`src/inc/srseq_pkg.sv`:
```
// constants and types for the staged subsystem reset sequencer
// assumes a single 40 MHz system clock and a synchronous active-low core reset
package srseq_pkg;
  // board request must be stable this many clocks before it counts
  localparam int unsigned FILT_LEN = 4;
  localparam int unsigned CNT_W = 5;
  localparam logic [CNT_W-1:0] STAGE_GAP = 5'h10;
  localparam logic [CNT_W-1:0] CNT_ZERO = 5'h00;
  localparam logic [CNT_W-1:0] CNT_ONE = 5'h01;
  localparam logic [2:0] FILT_ALL_ONE = 3'h7;
  localparam logic [2:0] FILT_ALL_ZERO = 3'h0;

  typedef enum logic [1:0] {
    SR_HOLD,
    SR_BUS,
    SR_PERIPH,
    SR_DONE
  } srseq_state_t;
endpackage : srseq_pkg

```
`src/logic/srseq_top.sv`:
```
// staged reset generator: interconnect, then peripherals, then processor
// assumes boardRst is asynchronous to core_clk and reset targets sample on core_clk
module srseq_top (
  input wire logic core_clk,
  input wire logic rstn,
  input wire logic boardRst,
  output logic busRstn,
  output logic periphRstn,
  output logic cpuRstn
);

  logic sync1_r;
  logic sync2_r;
  logic [srseq_pkg::FILT_LEN-2:0] filtHist_r;
  logic reqFilt_r;
  srseq_pkg::srseq_state_t state_r;
  logic [srseq_pkg::CNT_W-1:0] gapCnt_r;

  // two-stage synchroniser; only sync2_r is read by logic
  always_ff @(posedge core_clk)
  begin
    if (!rstn)
    begin
      sync1_r <= 1'b1;
      sync2_r <= 1'b1;
    end
    else
    begin
      sync1_r <= boardRst;
      sync2_r <= sync1_r;
    end
  end

  // glitch filter: level changes only after FILT_LEN equal samples
  always_ff @(posedge core_clk)
  begin
    if (!rstn)
    begin
      filtHist_r <= srseq_pkg::FILT_ALL_ONE;
      reqFilt_r <= 1'b1;
    end
    else
    begin
      filtHist_r <= {filtHist_r[srseq_pkg::FILT_LEN-3:0], sync2_r};
      if (sync2_r && filtHist_r == srseq_pkg::FILT_ALL_ONE)
      begin
        reqFilt_r <= 1'b1;
      end
      else if (!sync2_r && filtHist_r == srseq_pkg::FILT_ALL_ZERO)
      begin
        reqFilt_r <= 1'b0;
      end
    end
  end

  // sequence state; a request anywhere drops back to hold
  always_ff @(posedge core_clk)
  begin
    if (!rstn)
    begin
      state_r <= srseq_pkg::SR_HOLD;
      gapCnt_r <= srseq_pkg::CNT_ZERO;
    end
    else if (reqFilt_r)
    begin
      state_r <= srseq_pkg::SR_HOLD;
      gapCnt_r <= srseq_pkg::CNT_ZERO;
    end
    else
    begin
      unique case (state_r)
        srseq_pkg::SR_HOLD:
        begin
          state_r <= srseq_pkg::SR_BUS;
          gapCnt_r <= srseq_pkg::CNT_ONE;
        end
        srseq_pkg::SR_BUS:
        begin
          if (gapCnt_r == srseq_pkg::STAGE_GAP)
          begin
            state_r <= srseq_pkg::SR_PERIPH;
            gapCnt_r <= srseq_pkg::CNT_ONE;
          end
          else
          begin
            gapCnt_r <= gapCnt_r + srseq_pkg::CNT_ONE;
          end
        end
        srseq_pkg::SR_PERIPH:
        begin
          if (gapCnt_r == srseq_pkg::STAGE_GAP)
          begin
            state_r <= srseq_pkg::SR_DONE;
            gapCnt_r <= srseq_pkg::CNT_ZERO;
          end
          else
          begin
            gapCnt_r <= gapCnt_r + srseq_pkg::CNT_ONE;
          end
        end
        srseq_pkg::SR_DONE:
        begin
          gapCnt_r <= srseq_pkg::CNT_ZERO;
        end
      endcase
    end
  end

  // outputs registered; low holds the target in reset
  always_ff @(posedge core_clk)
  begin
    if (!rstn)
    begin
      busRstn <= 1'b0;
      periphRstn <= 1'b0;
      cpuRstn <= 1'b0;
    end
    else
    begin
      busRstn <= !reqFilt_r && state_r != srseq_pkg::SR_HOLD;
      periphRstn <= !reqFilt_r && (state_r == srseq_pkg::SR_PERIPH
        || state_r == srseq_pkg::SR_DONE);
      cpuRstn <= !reqFilt_r && state_r == srseq_pkg::SR_DONE;
    end
  end

  chk_bus_first: assert property (@(posedge core_clk) disable iff (!rstn)
    $rose(periphRstn) |-> $past(busRstn, 16))
    else $error("peripheral left reset without bus 16 clocks earlier");

  chk_periph_gap: assert property (@(posedge core_clk) disable iff (!rstn)
    ($rose(busRstn) && !reqFilt_r) ##1 (!reqFilt_r)[*8] ##1 (!reqFilt_r)[*7]
      |=> $rose(periphRstn))
    else $error("peripheral release not 16 clocks after bus release");

  chk_cpu_gap: assert property (@(posedge core_clk) disable iff (!rstn)
    $rose(cpuRstn) |-> periphRstn && $past(periphRstn, 16) && !$past(periphRstn, 17))
    else $error("processor release not 16 clocks after peripheral release");

  chk_cpu_last: assert property (@(posedge core_clk) disable iff (!rstn)
    cpuRstn |-> periphRstn && busRstn)
    else $error("processor out of reset before others");

  chk_req_holds: assert property (@(posedge core_clk) disable iff (!rstn)
    reqFilt_r |=> !busRstn && !periphRstn && !cpuRstn)
    else $error("outputs released while request active");

  chk_req_restart: assert property (@(posedge core_clk) disable iff (!rstn)
    reqFilt_r ##1 !reqFilt_r |-> state_r == srseq_pkg::SR_HOLD)
    else $error("sequence did not restart after request");

  chk_glitch_drop: assert property (@(posedge core_clk) disable iff (!rstn)
    !reqFilt_r && !sync2_r ##1 sync2_r ##1 !sync2_r |=> !reqFilt_r)
    else $error("short glitch reached filtered request");

  chk_sync_delay: assert property (@(posedge core_clk) disable iff (!rstn)
    $rose(reqFilt_r) |-> $past(sync2_r, 1) && $past(sync2_r, 4))
    else $error("filtered request rose without stable synchronised input");

  // checker-only helpers: previous output levels and cycles since the latest bus or peripheral release;
  // kept apart from gapCnt_r so the gap checks cannot share a slip with the sequencer
  logic busPrev_r;
  logic periphPrev_r;
  logic [srseq_pkg::CNT_W-1:0] stageAge_r;

  always_ff @(posedge core_clk)
  begin
    if (!rstn)
    begin
      busPrev_r <= 1'b0;
      periphPrev_r <= 1'b0;
    end
    else
    begin
      busPrev_r <= busRstn;
      periphPrev_r <= periphRstn;
    end
  end

  // saturates one past the gap so a late release still shows as a wrong age
  always_ff @(posedge core_clk)
  begin
    if (!rstn || !busRstn)
    begin
      stageAge_r <= srseq_pkg::CNT_ZERO;
    end
    else if ((busRstn && !busPrev_r) || (periphRstn && !periphPrev_r))
    begin
      stageAge_r <= srseq_pkg::CNT_ONE;
    end
    else if (stageAge_r != srseq_pkg::STAGE_GAP + srseq_pkg::CNT_ONE)
    begin
      stageAge_r <= stageAge_r + srseq_pkg::CNT_ONE;
    end
  end

  chk_out_reset: assert property (@(posedge core_clk)
    !rstn |=> !busRstn && !periphRstn && !cpuRstn)
    else $error("reset outputs not held low during core reset");

  chk_bus_release: assert property (@(posedge core_clk) disable iff (!rstn)
    $fell(reqFilt_r) ##1 !reqFilt_r |=> $rose(busRstn))
    else $error("bus reset not released first after request cleared");

  chk_bus_order: assert property (@(posedge core_clk) disable iff (!rstn)
    periphRstn |-> busRstn)
    else $error("peripheral out of reset while bus still held");

  chk_periph_wait: assert property (@(posedge core_clk) disable iff (!rstn)
    $rose(busRstn) |-> (!periphRstn)[*8] ##1 (!periphRstn)[*8])
    else $error("peripheral released early after bus release");

  chk_periph_age: assert property (@(posedge core_clk) disable iff (!rstn)
    $rose(periphRstn) |-> stageAge_r == srseq_pkg::STAGE_GAP)
    else $error("peripheral release age differs from stage gap");

  chk_cpu_wait: assert property (@(posedge core_clk) disable iff (!rstn)
    $rose(periphRstn) |-> (!cpuRstn)[*8] ##1 (!cpuRstn)[*8])
    else $error("processor released early after peripheral release");

  chk_cpu_age: assert property (@(posedge core_clk) disable iff (!rstn)
    $rose(cpuRstn) |-> stageAge_r == srseq_pkg::STAGE_GAP)
    else $error("processor release age differs from stage gap");

  chk_cpu_follows: assert property (@(posedge core_clk) disable iff (!rstn)
    ($rose(periphRstn) && !reqFilt_r) ##1 (!reqFilt_r)[*8] ##1 (!reqFilt_r)[*7]
      |=> $rose(cpuRstn))
    else $error("processor not released 16 clocks after peripheral release");

  chk_filt_fall: assert property (@(posedge core_clk) disable iff (!rstn)
    $fell(reqFilt_r) |-> !$past(sync2_r, 1) && !$past(sync2_r, 4))
    else $error("filtered request fell without stable synchronised input");

  chk_sync_chain: assert property (@(posedge core_clk) disable iff (!rstn)
    sync2_r == $past(sync1_r))
    else $error("synchroniser second stage skipped a sample");

endmodule : srseq_top

```
`config.mk`:
```
export PLATFORM = sky130hd
export DESIGN_NAME = srseq_top
export DESIGN_NICKNAME = d
export VERILOG_FILES = /design/src/inc/srseq_pkg.sv /design/src/logic/srseq_top.sv
export SDC_FILE = /design/constraint.sdc
export NUM_CORES = 1
export LEC_CHECK = 0
export ABC_AREA = 1
export BUFFER_PORTS_ARGS = -buffer_cell sky130_fd_sc_hd__buf_2
export CAP_MARGIN = 20
export CORE_UTILIZATION = 35
export CTS_BUF_LIST = sky130_fd_sc_hd__clkbuf_16
export DETAILED_ROUTE_END_ITERATION = 6
export GPL_TIMING_DRIVEN = 0
export PLACE_DENSITY = 0.59
export SLEW_MARGIN = 30
export SYNTH_ARGS = -nofsm -noshare
export SYNTH_HDL_FRONTEND = slang
export SYNTH_SLANG_ARGS = --single-unit
```
`constraint.sdc`:
```
create_clock -name core_clk -period 1.7 [get_ports core_clk]
set_input_delay 0.255 -clock core_clk [delete_from_list [all_inputs] [get_ports core_clk]]
set_output_delay 0.255 -clock core_clk [all_outputs]
set_load 0.005 [all_outputs]
```
==> results of run 1 <==
[worst register-to-register path, stage by stage (launching register included)]
cell and delay [ns]:
dfxtp_1 0.40, inv_1 0.10, ha_1 0.24, or2_4 0.28, nand2_1 0.09, nand3_1 0.07, nand2_1 0.06, nor2_1 0.04
[through the flow]
step | cells | total power [mW]
final | 112 | 0.840
after global routing | 112 | 0.876
after CTS | 112 | 0.859
after detailed placement | 108 | 0.397
after global placement | 108 | 0.397
after floorplan | 78 | 0.393
[layout make-up]
| cell class | count | area [µm²] | share of cell area [%] |
|---|---|---|---|
| multi-input cells | 49 | 335 | 39.8 |
| flip-flops and latches | 16 | 320 | 38.0 |
| clock buffers | 3 | 75.1 | 8.92 |
| inverters | 13 | 51.3 | 6.09 |
| well taps | 25 | 31.3 | 3.71 |
| repair buffers | 5 | 25.0 | 2.97 |
| clock inverters | 1 | 3.75 | 0.446 |
[layer usage]
metal  vias up  routed length [µm]  share of wire, %  track usage [%]
li1        255                   -                 -                -
met1       208                 517                51             13.0
met2         5                 430                42             17.2
met3         5                  23               2.3             3.46
met4         0                  48               4.7             12.0
met5         -                   0                 0                0
[cell usage in the layout, fill, tap and decap left out]
cell,netlist,final
a21oi_2,1,1
or2_4,1,1
clkinv_1,0,1
nand3_1,6,6
nor2_4,1,1
clkbuf_16,0,3
nor3_1,1,1
o21a_1,1,1
nor2_1,9,9
or2_2,3,3
nand3_2,1,1
dfxtp_1,16,16
ha_1,7,7
and3_1,2,2
inv_4,1,1
inv_2,1,1
xnor2_1,1,1
o21ai_0,2,2
inv_1,11,11
nor2_8,1,1
buf_2,0,5
xor2_1,2,2
nand2_4,1,1
nand2_1,9,9
[worst max-delay path by stage]
stage | startpoint | to | slack (ns)
after floorplan | state_r[0] | state_r[0] | 0.45
after global placement | state_r[0] | state_r[1] | 0.34
after detailed placement | state_r[0] | state_r[1] | 0.32
after CTS | state_r[0] | state_r[0] | 0.32
after global routing | state_r[0] | state_r[0] | 0.19
final | state_r[0] | state_r[1] | 0.31
[logic make-up after synthesis]
| kind of cell | after synthesis |
|---|---|
| AO/OA/AOI/OAI | 4 |
| XOR/XNOR | 3 |
| adder cells (fa/ha/maj) | 7 |
| buffers and inverters | 13 |
| flip-flops | 16 |
| AND/OR/NAND/NOR | 35 |
[power by group]
group	internal, mW	switching, mW	leakage (nW)
clock network	0.311	0.139	0.0385
logic	0.00467	0.00415	0.230
registers	0.380	0.00114	0.130
total	0.696	0.145	0.399
==> metrics, run 1 <==
Commonest cells post-synth dfxtp_1 (16), inv_1 (11), nand2_1 (9), nor2_1 (9), ha_1 (7); Area after DPL 763 µm²; Synth Area in Compound Gates 3.72%; Largest register FFs 5; Hold Path Class in2reg; hold_buf cts 0; hold slack final 0.195 ns; Max stage delay on crit path ~0.4 ns; Post-DP HPWL 788 µm; largest family of logic cells by synthesized area simple AND/OR/NAND/NOR gates; max_slew headroom 85.1%; HP Start boardRst; syn nets 88; Crit Path Category reg2reg; peak supply drop approximately 0.45 mV; Worst Path Required 1.84 ns; Final Hold Vio Count 0; total grt overflow 0; Crit path max-delay family simple AND/OR/NAND/NOR gates; Routed wire per std cell 9.10 µm; Main synth FF type dfxtp_1; latest clock arrival within the worst-skew pair 0.24 ns; Slew Limit Fails 0; number of port buffers 5; RePlAce Congestion 0.674; Post-synth ARST share 0%; layout cell share with drive strength beyond 1 21.8%; CTS Sinks 16; Die H 46.9 µm; drt pass-1 iters 4; post-route ant nets 0; Mapped Cells 78; CTS buffer count 3; initial core utilization 39.2%; final worst-path setup slack 0.314 ns; post-synthesis share of cell area spent on full adders, half adders and majority gates 12.4%; Fin Setup TNS 0 ns; global-route wire length before repair 1.69 mm; Initial DRC Count 7; Final Core Density 46.7%; Max Cap Viol 0; Post-CTS Repair Setup Buffers 0; Post-CTS Resized 0; Vias/cell ~4.2; critical path's most frequent cell nand2_1; Critical Path Fanout Max 5; skew final 0.000980 ns; Site Rows 15; Root Buffer clkbuf_16; die area roughly 2200 µm²; Cell Area, Synth 707 µm²; top post-synthesis cells by area dfxtp_1 (45%), ha_1 (12%), inv_1 (5.8%); most frequent cell after synthesis dfxtp_1; Final setup viols 0; vias in the first global route 441; Stages on worst setup path 7; Seq/Total Area, Yosys 45.3%; Final nets slightly below 100; RR Endpoint state_r[1]; multiplexer share of the synthesized area 0%; Hold Path Cell Cnt 2; Die Wd 46.9 µm; IO Pins 6; Synth Area in XOR/XNOR 3.72%; Reg-to-Reg Start state_r[0]; Register-to-Register Path Depth 7; Most flops, register gapCnt_r; All-Layer GR Usage 11.7%; Regs by FF count gapCnt_r: 5 flops, filtHist_r: 3 flops, state_r: 2 flops; DRT Wirelength 1.02 mm; r2r setup slk 0.31 ns; power density over cell area 998 nW/µm²; Least-Margin Pin Slew 0.223 ns; critical path startpoint category flop; status finished clean; worst-path cell chain inv_1, ha_1, or2_4, nand2_1, nand3_1, nand2_1, nor2_1; mean post-synth cell area 9.06 µm²; fin crit share roughly four fifths; Place WS between 0.3 and 0.4 ns; top cell type's share of synthesized area 45.3%; Cell variety after synth 21; Arr. time, crit path 1.53 ns; WP buf/inv 1; filler cell count in the final layout 187; cell taking the most area after synthesis dfxtp_1; Design Area, Final 842 µm²; clock transition at the registers of the reported paths about 0.050 ns; cell at the slowest stage of the critical path dfxtp_1; core area approximately 1800 µm²; Max Buffers Root-to-Sink 2; H-tree depth 1; number of synthesized flops with an enable pin 0; residual DRC count 0; pin count of the biggest net entering global routing 10; Syn-to-layout area delta 19.1%; CTS tree done; Synth Register Bits 16; leakage power total 0.399 nW; # diodes 0; Yosys warning count 0; Hold Path Sink sync1_r; initial antenna violation count 0; via count 473; RSZ-0062 raised after global routing false; fin crit period 1.39 ns; Worst setup EP type flop; post-synthesis simple-gate area fraction 27.6%; Max Clock Freq 0.722 GHz
Note: power is estimated with default switching activity, not from simulation.
==> run 2, diff against run 1 <==
==> constraint.sdc (replaced) <==
create_clock -name core_clk -period 1.4 [get_ports core_clk]
set_input_delay 0.21 -clock core_clk [delete_from_list [all_inputs] [get_ports core_clk]]
set_output_delay 0.21 -clock core_clk [all_outputs]
set_load 0.005 [all_outputs]
==> metrics, run 2 (same netlist as run 1, synthesis figures left out) <==
Critical Path Fanout Max 4 (-1); All-Layer GR Usage 11.7% (unchanged); critical path startpoint category flop; Worst setup EP type flop; DRT Wirelength 1.05 mm (+3.0%); Fin Setup TNS 0 ns (unchanged); vias in the first global route 441 (unchanged); Slew Limit Fails 0 (unchanged); pin count of the biggest net entering global routing 10 (unchanged); hold slack final 0.149 ns (-0.0456 ns); Reg area 324 µm² (+1.2%); global-route wire length before repair 1.69 mm (unchanged); Area after DPL 763 µm² (unchanged); Crit Path Category reg2reg; via count 478 (+1.1%); commonest non-fill, non-tap cell in the layout dfxtp_1; multi-input logic area 345 µm² (+3.0%); Least-Margin Pin Slew 0.224 ns (+0.00106 ns); Arr. time, crit path 1.43 ns (-0.10 ns); Worst Path Required 1.54 ns (-0.30 ns); peak supply drop 0.546 mV (+21%); residual DRC count 0 (unchanged); Final Core Density 47.5% (+0.76 points); CTS buffer count 3 (unchanged); Most flops, register gapCnt_r; fin crit share 92.1% (+11 points); layout cell share with drive strength beyond 1 24.1% (+2.3 points); worst-path cell chain inv_1, ha_1, or2_4, nand2_1, nand3_1, nand2_1, nor2_1; latest clock arrival within the worst-skew pair 0.24 ns (about the same); drt pass-1 iters 4 (unchanged); cell at the slowest stage of the critical path dfxtp_1; Site Rows 15 (unchanged); CP startpoint state_r[1]; Die Wd 46.9 µm (unchanged); filler cell count in the final layout 188 (+0.53%); hold_buf cts 0 (unchanged); number of port buffers 5 (unchanged); CTS tree done; # diodes 0 (unchanged); total grt overflow 0 (unchanged); critical path's most frequent cell nand2_1; Final nets 98 (unchanged); final worst-path setup slack 0.111 ns (-0.203 ns); Final Hold Vio Count 0 (unchanged); Post-DP HPWL 788 µm (unchanged); Max Buffers Root-to-Sink 2 (unchanged); Largest register FFs 5 (unchanged); power density over cell area 1190 nW/µm² (+19%); Initial DRC Count 4 (-3); placed cells 108 (unchanged); leakage power total 0.400 nW (+0.40%); fin cells 112 (unchanged); RSZ-0062 raised after global routing false; most frequent cells in the layout dfxtp_1 (15), inv_1 (11), nand2_1 (9), nor2_1 (9); H-tree depth 1 (unchanged); Root Buffer clkbuf_16; IO Pins 6 (unchanged); Place WS 0.0219 ns (-0.300 ns); fin crit period 1.29 ns (-0.0969 ns); die area 2200 µm² (unchanged); core area 1800 µm² (unchanged); Hold Path Class in2reg; skew final 0.000666 ns (-0.000314 ns); Design Area, Final 856 µm² (+1.6%); Final setup viols 0 (unchanged); Syn-to-layout area delta 21.1%; Max Cap Viol 0 (unchanged); overall power 1.02 mW (+21%); Vias/cell 4.27 (+1.1%); Reg-to-Reg Start state_r[1]; Max stage delay on crit path 0.36 ns (-0.04 ns); initial core utilization 39.2% (unchanged); Routed wire per std cell 9.38 µm (+3.0%); post-route ant nets 0 (unchanged); RePlAce Congestion 0.674 (unchanged); max_slew headroom 85.0% (about the same); Regs by FF count gapCnt_r: 5 flops, filtHist_r: 3 flops, state_r: 2 flops; HP Start boardRst; CTS Sinks 16 (unchanged); Die H 46.9 µm (unchanged); initial antenna violation count 0 (unchanged); status finished clean; clock transition at the registers of the reported paths 0.05 ns (about the same); Max Clock Freq 0.776 GHz (+7.5%)
==> run 2: cell type report <==
cell class	instances	share of cell area, %
Sequential cell	16	37.9
Clock buffer	3	8.77
Inverter	13	5.99
Tap cell	25	3.65
Multi-Input combinational cell	49	40.4
Timing Repair Buffer	5	2.92
Clock inverter	1	0.439
==> run 2: final timing paths <==
| kind | endpoint | slack, ns | depth (start not counted) |
|---|---|---|---|
| worst min register to register | sync2_r | 0.41 | 1 |
| worst max-delay path | state_r[1] | 0.11 | 7 |
| worst max register to register | state_r[1] | 0.11 | 7 |
| worst min-delay path | sync1_r | 0.15 | 2 |
==> run 2: report_power, final <==
part | switching (mW) | internal (mW) | leakage [nW]
logic | 0.00504 | 0.00567 | 0.231
clock network | 0.171 | 0.378 | 0.0385
registers | 0.00138 | 0.459 | 0.130
==> run 2: what timing repair did <==
item                                    in CTS  in global routing
resized for setup                            0                  4
setup buffers                                0                  0
endpoints found under the setup margin       0                  2
==> run 2: critical path, delay by kind of cell, from the launching register on <==
family | cells | cell delay [ns]
adders and majority gates | 1 | 0.20
DFF | 1 | 0.36
and+or+nand+nor | 5 | 0.52
buffers and inverters | 1 | 0.09
==> run 2: metal layers <==
layer  up-vias  global-route usage [%]  part of all wire (%)
li1        254                       -                     -
met4         0                    12.0                   3.4
met5         -                       0                     0
met2         5                    17.2                    46
met3         4                    3.46                   2.6
met1       215                    13.0                    48
